### config.mk
export PLATFORM = sky130hd
export DESIGN_NAME = bms_boot_mode_select
export DESIGN_NICKNAME = d
export VERILOG_FILES = /design/src/bms_sync.v /design/src/bms_boot_mode_select.v
export VERILOG_INCLUDE_DIRS = /design/src
export SDC_FILE = /design/constraint.sdc
export NUM_CORES = 1
export LEC_CHECK = 0
export ABC_AREA = 1
export BUFFER_PORTS_ARGS = -buffer_cell sky130_fd_sc_hd__buf_2
export CAP_MARGIN = 20
export CORE_ASPECT_RATIO = 1.2
export CORE_UTILIZATION = 54
export CTS_BUF_LIST = sky130_fd_sc_hd__clkbuf_8
export CTS_CLUSTER_SIZE = 24
export DETAILED_ROUTE_END_ITERATION = 6
export GPL_ROUTABILITY_DRIVEN = 0
export PLACE_DENSITY = 0.82
export SYNTH_ARGS = -nofsm -noshare
export SYNTH_HDL_FRONTEND = slang
export SYNTH_SLANG_ARGS = --single-unit
export TNS_END_PERCENT = 100
### constraint.sdc
create_clock -name clock -period 2.71 [get_ports clock]
set_input_delay 0.542 -clock clock [delete_from_list [all_inputs] [get_ports clock]]
set_output_delay 0.542 -clock clock [all_outputs]
set_load 0.03 [all_outputs]
### src/bms_boot_mode_consts.vh
// Constants shared by the boot-mode select logic
`ifndef BMS_BOOT_MODE_CONSTS_VH
`define BMS_BOOT_MODE_CONSTS_VH

// ----------------------------------------------------------------
// Boot mode encodings
// ----------------------------------------------------------------
`define BMS_MODE_W 3
`define BMS_MODE_NONE 3'h0
`define BMS_MODE_EPROM 3'h1
`define BMS_MODE_HOST 3'h2
`define BMS_MODE_LINK 3'h3
`define BMS_MODE_RESERVED 3'h7

// ----------------------------------------------------------------
// Strap vector layout {rom, link, bms}
// ----------------------------------------------------------------
`define BMS_STRAP_W 3
`define BMS_STRAP_ROM 2
`define BMS_STRAP_LINK 1
`define BMS_STRAP_BMS 0
`define BMS_STRAP_RST 3'h0
`define BMS_STRAPS_EPROM_LO 3'h4
`define BMS_STRAPS_EPROM_HI 3'h5
`define BMS_STRAPS_HOST 3'h1
`define BMS_STRAPS_LINK 3'h3
`define BMS_STRAPS_NONE 3'h0

// ----------------------------------------------------------------
// Timing and reset values
// ----------------------------------------------------------------
`define BMS_SETTLE_W 4
`define BMS_SETTLE_CYCLES 4'h3
`define BMS_SETTLE_ZERO 4'h0
`define BMS_SETTLE_ONE 4'h1
`define BMS_EPROM_WIDTH 8'h08
`define BMS_EPROM_WIDTH_NONE 8'h00
`define BMS_RESET_VECTOR_DFLT 32'h00000000
`define BMS_ADDR_W 32
`define BMS_INSTR_CNT_W 32
`define BMS_INSTR_CNT_ZERO 32'h00000000
`define BMS_INSTR_CNT_ONE 32'h00000001

`endif

### src/bms_sync.v
// Two-flop synchroniser for asynchronous strap pins
module bms_sync #(
   parameter WIDTH = 3
) (
   // Clock and reset
   input wire clock,
   input wire rst,
   // Asynchronous input and synchronised output
   input wire [WIDTH-1:0] asyncIn,
   output wire [WIDTH-1:0] syncOut
);

   reg [WIDTH-1:0] stage1_r;
   reg [WIDTH-1:0] stage2_r;

   // ----------------------------------------------------------------
   // Synchroniser chain
   // ----------------------------------------------------------------
   // First stage feeds only the second stage to keep metastability contained
   always @(posedge clock or posedge rst)
   begin
      if (rst)
      begin
         stage1_r <= {WIDTH{1'b0}};
         stage2_r <= {WIDTH{1'b0}};
      end
      else
      begin
         stage1_r <= asyncIn;
         stage2_r <= stage1_r;
      end
   end

   assign syncOut = stage2_r;

endmodule

### src/bms_boot_mode_select.v
// Boot-mode strap decode, boot-memory-select pin control and reset entry
`include "bms_boot_mode_consts.vh"

module bms_boot_mode_select #(
   parameter [`BMS_ADDR_W-1:0] RESET_VECTOR = `BMS_RESET_VECTOR_DFLT,
   parameter [`BMS_SETTLE_W-1:0] SETTLE_CYCLES = `BMS_SETTLE_CYCLES
) (
   // Clock and reset
   input wire clock,
   input wire rst,
   // Boot strap pins
   input wire romBootSel,
   input wire linkBootSel,
   // Boot memory select pin, split into its three signals
   input wire bootMemorySelectIn,
   output wire bootMemorySelectOut,
   output wire bootMemorySelectOen,
   // Shared-bus ownership and EPROM access request from the bus logic
   input wire busMaster,
   input wire romCsReq,
   // Decoded boot configuration
   output wire [`BMS_MODE_W-1:0] bootMode,
   output wire modeValid,
   output wire bootLoad,
   output wire execDirect,
   output wire [7:0] epromWidth,
   // Strap health
   output wire strapReserved,
   output wire strapChanged,
   // Execution start
   output wire fetchStart,
   output wire [`BMS_ADDR_W-1:0] fetchAddr,
   output wire instrCycle,
   output wire [`BMS_INSTR_CNT_W-1:0] instrCount
);

   // ----------------------------------------------------------------
   // States
   // ----------------------------------------------------------------
   localparam ST_SETTLE = 3'b001;
   localparam ST_LATCH = 3'b010;
   localparam ST_RUN = 3'b100;
   localparam [`BMS_SETTLE_W-1:0] SETTLE_LAST = SETTLE_CYCLES;

   // ----------------------------------------------------------------
   // Strap decode
   // ----------------------------------------------------------------
   function [`BMS_MODE_W-1:0] decodeMode;
      input [`BMS_STRAP_W-1:0] s;
      begin
         case (s)
            `BMS_STRAPS_EPROM_LO, `BMS_STRAPS_EPROM_HI:
               decodeMode = `BMS_MODE_EPROM;
            `BMS_STRAPS_HOST: decodeMode = `BMS_MODE_HOST;
            `BMS_STRAPS_LINK: decodeMode = `BMS_MODE_LINK;
            `BMS_STRAPS_NONE: decodeMode = `BMS_MODE_NONE;
            default: decodeMode = `BMS_MODE_RESERVED;
         endcase
      end
   endfunction

   function isBootMode;
      input [`BMS_MODE_W-1:0] m;
      begin
         isBootMode = (m == `BMS_MODE_EPROM) || (m == `BMS_MODE_HOST) ||
            (m == `BMS_MODE_LINK);
      end
   endfunction

   // ----------------------------------------------------------------
   // Declarations
   // ----------------------------------------------------------------
   wire [`BMS_STRAP_W-1:0] strapSync;
   wire [`BMS_MODE_W-1:0] liveMode;
   reg [2:0] state_r;
   reg [2:0] state_nxt;
   reg [`BMS_SETTLE_W-1:0] settle_r;
   reg [`BMS_STRAP_W-1:0] strapLatch_r;
   reg [`BMS_MODE_W-1:0] mode_r;
   reg modeValid_r;
   reg bootLoad_r;
   reg execDirect_r;
   reg [7:0] epromWidth_r;
   reg strapReserved_r;
   reg strapChanged_r;
   reg fetchStart_r;
   reg [`BMS_ADDR_W-1:0] fetchAddr_r;
   reg instrCycle_r;
   reg [`BMS_INSTR_CNT_W-1:0] instrCount_r;
   reg bmsOut_r;
   reg bmsOen_r;
   reg bmsDrive;

   // ----------------------------------------------------------------
   // Pin synchronisation
   // ----------------------------------------------------------------
   bms_sync #(
      .WIDTH(`BMS_STRAP_W)
   ) u_strapSync (
      .clock(clock),
      .rst(rst),
      .asyncIn({romBootSel, linkBootSel, bootMemorySelectIn}),
      .syncOut(strapSync)
   );

   assign liveMode = decodeMode(strapSync);

   // ----------------------------------------------------------------
   // Reset-entry sequencer
   // ----------------------------------------------------------------
   // Waiting a few cycles lets the synchroniser fill with real pin levels
   always @*
   begin
      state_nxt = state_r;
      case (state_r)
         ST_SETTLE:
         begin
            if (settle_r == SETTLE_LAST)
               state_nxt = ST_LATCH;
         end
         ST_LATCH:
            state_nxt = ST_RUN;
         ST_RUN:
            state_nxt = ST_RUN;
         default:
            state_nxt = ST_SETTLE;
      endcase
   end

   // Every register takes a constant under reset
   always @(posedge clock or posedge rst)
   begin
      if (rst)
      begin
         state_r <= ST_SETTLE;
         settle_r <= `BMS_SETTLE_ZERO;
         strapLatch_r <= `BMS_STRAP_RST;
         mode_r <= `BMS_MODE_NONE;
         modeValid_r <= 1'b0;
         bootLoad_r <= 1'b0;
         execDirect_r <= 1'b0;
         epromWidth_r <= `BMS_EPROM_WIDTH_NONE;
         strapReserved_r <= 1'b0;
         fetchStart_r <= 1'b0;
         fetchAddr_r <= `BMS_RESET_VECTOR_DFLT;
      end
      else
      begin
         state_r <= state_nxt;
         fetchStart_r <= 1'b0;
         if (state_r == ST_SETTLE)
            settle_r <= settle_r + `BMS_SETTLE_ONE;
         if (state_r == ST_LATCH)
         begin
            // Straps caught once after release and then frozen
            strapLatch_r <= strapSync;
            mode_r <= liveMode;
            modeValid_r <= (liveMode != `BMS_MODE_RESERVED);
            strapReserved_r <= (liveMode == `BMS_MODE_RESERVED);
            bootLoad_r <= isBootMode(liveMode);
            execDirect_r <= (liveMode == `BMS_MODE_NONE);
            epromWidth_r <= (liveMode == `BMS_MODE_EPROM) ?
               `BMS_EPROM_WIDTH : `BMS_EPROM_WIDTH_NONE;
            fetchStart_r <= 1'b1;
            fetchAddr_r <= RESET_VECTOR;
         end
      end
   end

   // ----------------------------------------------------------------
   // Instruction cycle timing
   // ----------------------------------------------------------------
   // No divider: the core advances once per input clock edge
   always @(posedge clock or posedge rst)
   begin
      if (rst)
      begin
         instrCycle_r <= 1'b0;
         instrCount_r <= `BMS_INSTR_CNT_ZERO;
      end
      else if (state_r == ST_RUN)
      begin
         instrCycle_r <= 1'b1;
         instrCount_r <= instrCount_r + `BMS_INSTR_CNT_ONE;
      end
   end

   // ----------------------------------------------------------------
   // Strap change monitor
   // ----------------------------------------------------------------
   // Memory select is ignored in EPROM mode since the pin is then our output
   always @(posedge clock or posedge rst)
   begin
      if (rst)
         strapChanged_r <= 1'b0;
      else if (state_r == ST_RUN)
      begin
         if ((strapSync[`BMS_STRAP_ROM] != strapLatch_r[`BMS_STRAP_ROM]) ||
            (strapSync[`BMS_STRAP_LINK] != strapLatch_r[`BMS_STRAP_LINK]) ||
            ((mode_r != `BMS_MODE_EPROM) &&
            (strapSync[`BMS_STRAP_BMS] != strapLatch_r[`BMS_STRAP_BMS])))
            strapChanged_r <= 1'b1;
      end
   end

   // ----------------------------------------------------------------
   // Boot memory select pin control
   // ----------------------------------------------------------------
   // Pin stays an input until the mode is known, so it can be sampled
   always @*
   begin
      bmsDrive = (state_r == ST_RUN) && (mode_r == `BMS_MODE_EPROM);
      bmsDrive = bmsDrive && busMaster;
   end

   always @(posedge clock or posedge rst)
   begin
      if (rst)
      begin
         bmsOut_r <= 1'b1;
         bmsOen_r <= 1'b1;
      end
      else
      begin
         bmsOen_r <= ~bmsDrive;
         bmsOut_r <= bmsDrive ? ~romCsReq : 1'b1;
      end
   end

   // ----------------------------------------------------------------
   // Outputs
   // ----------------------------------------------------------------
   assign bootMemorySelectOut = bmsOut_r;
   assign bootMemorySelectOen = bmsOen_r;
   assign bootMode = mode_r;
   assign modeValid = modeValid_r;
   assign bootLoad = bootLoad_r;
   assign execDirect = execDirect_r;
   assign epromWidth = epromWidth_r;
   assign strapReserved = strapReserved_r;
   assign strapChanged = strapChanged_r;
   assign fetchStart = fetchStart_r;
   assign fetchAddr = fetchAddr_r;
   assign instrCycle = instrCycle_r;
   assign instrCount = instrCount_r;

endmodule

==> out/results.txt <==
Synthesis inferred 61 register bits. The first TritonRoute pass finished after 4 iterations. Detailed placement ended at an HPWL of 4.56 mm. The async set or reset register ratio after synthesis is 1.00, and the via count of the first global-routing pass is 2,237. The largest fanout on the critical path is 1, and the area share of the largest cell type after synthesis is 0.448. TritonCTS built the clock tree. The number of nets in the layout is 429, and the sum of routed wire length over all layers is 6.17 mm. In this run the critical register-to-register path is launched from instrCount[0]$_DFFE_PP0N_. In this run the clock root is driven by a clkbuf_8. The kind of path behind the tightest hold check is primary input to asynchronous set/reset pin.

Clock-pin slew was measured on the worst setup and hold paths at 0.07 ns. The number of CTS-inserted buffers was 9. The run gives 2.17 ns as the worst path required time. Grouping stages by cell kind, the critical path spends the most delay in flip-flops. For this run, the slowest stage of the critical path takes 0.52 ns.

The warning count from the yosys run is 0. For this design, the CTS-stage hold fixing added 0 buffers. Timing analysis after detailed placement gives a worst setup slack of 1.25 ns.

The number of nets with antenna violations after routing is 0, and the clock share of power is 0.452. For the number of library cell types mapped by synthesis, the log shows 33. Internal power comes to 1.48 mW. The final critical-path share of the clock period came out at 0.586. The run finished with clean final reports. The H-tree generated during clock tree synthesis spans 3 levels. The detail-routed via count per cell was 4.67.

The final instance count without filler cells is 505, and the max-slew violation count is 0. Among all flip-flop cells after synthesis, the most frequent one is dfrtp_1. On the final layout, the worst clock skew is 0.00617 ns. The average cell area after synthesis is 9.03 um2. The initial antenna violation count is 0, and the largest voltage drop on the vdd net is 307 uV.

Fraction of final layout cells with drive strength greater than 1: 0.249. Summed over all cells, the static leakage comes to 1.84 nW. The initial DRC count was 89. The sequential cell fraction of total power is 0.477. In the synthesized netlist, the cells that appear most often are 106 x nand2_1, 58 x dfrtp_1, 39 x buf_4. In this run the core area contains 30 standard-cell rows.

The kind of start point of the critical path was a register. The sequential cell area fraction in the yosys report is 0.472, and the count of input and output buffers is 51. Clock tree synthesis found a total of 61 sinks.

The wire length per cell after detailed routing is 12.2 um. Traced cell by cell, the critical path runs through buf_2. The x dimension of the die was 72.7 um; the number of cell instances on the worst register-to-register path was 8. The run gives 0.221 as the overall global routing resource usage. Yosys attributes the largest share of cell area to dfrtp_1 45%, nand2_1 12%, buf_4 9.0%. The worst register-to-register path ends at instrCount[18]$_DFFE_PP0N_.

Die outline height: 86.9 um. STA classifies the critical path endpoint as an output pin. The buffer and inverter count on the worst path came out at 1.

Setup repair after global routing left no endpoint under its margin. The biggest area contributor in the post-synthesis netlist is dfrtp_1. Based on the critical path, the design can be clocked at up to 630 MHz. The logs give 0 for the total of endpoints with negative setup slack in the final report and 0.070 for the logic gate share of total power. The critical-path cell with the highest stage delay was dfstp_2. After detailed placement, the design holds a cell count of 489.

The setup slack of the critical path after layout came out at 1.12 ns. Summed over all nets, the switching power comes to 476 uW. By startpoint and endpoint, the worst setup path is classified as register to output pin. From synthesis to final layout, the design area changed by 13.0%. The maximum number of pins on one net before global-route repair was 40. The critical path data arrival time is 1.05 ns. The maximum clock path buffer count is 2. The synthesized netlist cell count came out at 359. For the first-pass GRT wire length, the log shows 10.3 mm. The net switching share of the total power is 0.243, and the placeable core region is 5710 um2.

0 antenna diodes ended up in the layout. The logs give 0 for the number of violations of the max-capacitance limit and 0 for the post-detailed-route DRC marker count. Gates resized during post-CTS repair numbered 0. The logs give 0.34 ns for the clock latency on the worst-skew pair and 0.655 for the normalized max-slew margin. The run gives 0 as the final hold violation count.

The number of I/O pins was 91. The run gives 3240 um2 as the netlist area before placement. Most repeated cell in the gate-level netlist after synthesis: nand2_1. The total power of the final layout is 1.96 mW.

The area of the die was 6320 um2; the final global-route overflow total was 0. The ratio of total power to cell area was 534 nW/um2; the count of flip-flops with a built-in enable after synthesis was 0. At the pin with the least slew margin, the transition time is 0.517 ns. The total number of vias was 2,359. The tools report the aggregate negative setup slack as 0 ns. The initial core utilization was 0.568. The shortest period the worst path allows came out at 1.59 ns. Once the clock tree was built, the setup fixing pass inserted 0 buffers. For flop-to-flop paths, the worst setup slack is 1.17 ns.
==> worst register-to-register path, cell delays in order (launching register included) <==
cell and delay [ns]:
dfrtp_1 0.42, ha_1 0.17, inv_1 0.07, nor2_4 0.16
nand2_1 0.12, nor2_2 0.18, nand2_2 0.10, o21ai_1 0.14
nand2_1 0.07
==> power by group through the flow <==
stage                     Combinational, mW  Sequential [mW]  Clock (mW)
after floorplan                       0.141            0.967           0
after global placement                0.137            0.951           0
after detailed placement              0.138            0.951           0
after CTS                             0.139            0.934       0.907
after global routing                  0.151            0.935       0.951
final                                 0.138            0.934       0.885
==> cell type report <==
class                      count  area [um2]
inverter                      26         100
timing repair buffer          52         275
multi-input combinational    270        1440
clock inverter                 6        78.8
sequential                    61        1530
fill                         500        2040
tap                           80         100
clock buffer                  10         138
==> worst max path at each step <==
stage / startpoint / slack [ns] / endpoint / cells after the start
detailed placement: instrCount[0]$_DFFE_PP0N_ / 1.25 / instrCount[18]$_DFFE_PP0N_ / 8
global route: instrCount[0]$_DFFE_PP0N_ / 1.06 / instrCount[18]$_DFFE_PP0N_ / 8
floorplan: rst / 0.66 / bootLoad$_DFFE_PP0P_ / 1
finish: bootMemorySelectOen$_DFF_PP1_ / 1.12 / bootMemorySelectOen / 1
CTS: bootMemorySelectOen$_DFF_PP1_ / 1.10 / bootMemorySelectOen / 1
global placement: instrCount[0]$_DFFE_PP0N_ / 1.30 / instrCount[24]$_DFFE_PP0N_ / 8
==> per-stage QoR <==
step | util | hold slack [ns] | area [um2]
after floorplan | - | 0.331 | 3380
after detailed placement | 0.604 | 0.335 | 3450
after global routing | 0.642 | 0.257 | 3660
final | 0.642 | 0.227 | 3660
after global placement | 0.604 | 0.333 | 3450
after CTS | 0.642 | 0.233 | 3660
==> registers in the layout, summed over array words and instances (netlist names), 3 cells and up <==
| signal | cells |
|---|---|
| u_strapSync.syncOut | 3 |
| bootMode | 3 |
| u_strapSync.stage1_r | 3 |
| settle_r | 4 |
| strapLatch_r | 3 |
| instrCount | 32 |
| state_r | 3 |
==> cells in the final DEF, fill, tap and decap left out, types with 2 or more instances in the layout <==
cell,instances
nand2_2,3
nor2_1,30
dfstp_2,3
nand3_4,2
nor2_8,2
nand4_1,5
xor2_1,9
o21ai_0,4
nor3_1,3
or2_2,2
conb_1,39
nand3b_1,16
inv_1,23
bufinv_16,2
dfrtp_1,58
clkinv_2,3
ha_1,2
nor2_4,6
nand2_1,106
inv_2,3
o211ai_1,2
nand3_2,4
nand2_4,2
buf_2,51
nor2_2,8
nand3_1,7
xnor2_1,11
nor3_2,2
clkbuf_8,10
==> kinds of logic after synthesis <==
logic type / after synthesis / synth area share
xor gates and xnor gates: 20 / 0.0541
DFF: 61 / 0.472
other: 1 / 0.00116
AOI/OAI and AO/OA: 9 / 0.0162
and+or+nand+nor: 200 / 0.321
adders and majority gates: 2 / 0.00772
buffers and inverters: 66 / 0.127
==> layer usage <==
layer,wire (um),vias up,global-route usage
li1,-,1169,-
met1,2590,1120,0.268
met2,3150,61,0.354
met3,315,9,0.0799
met4,109,0,0.0980
met5,0,-,0
(Power assumes the default switching activity.)
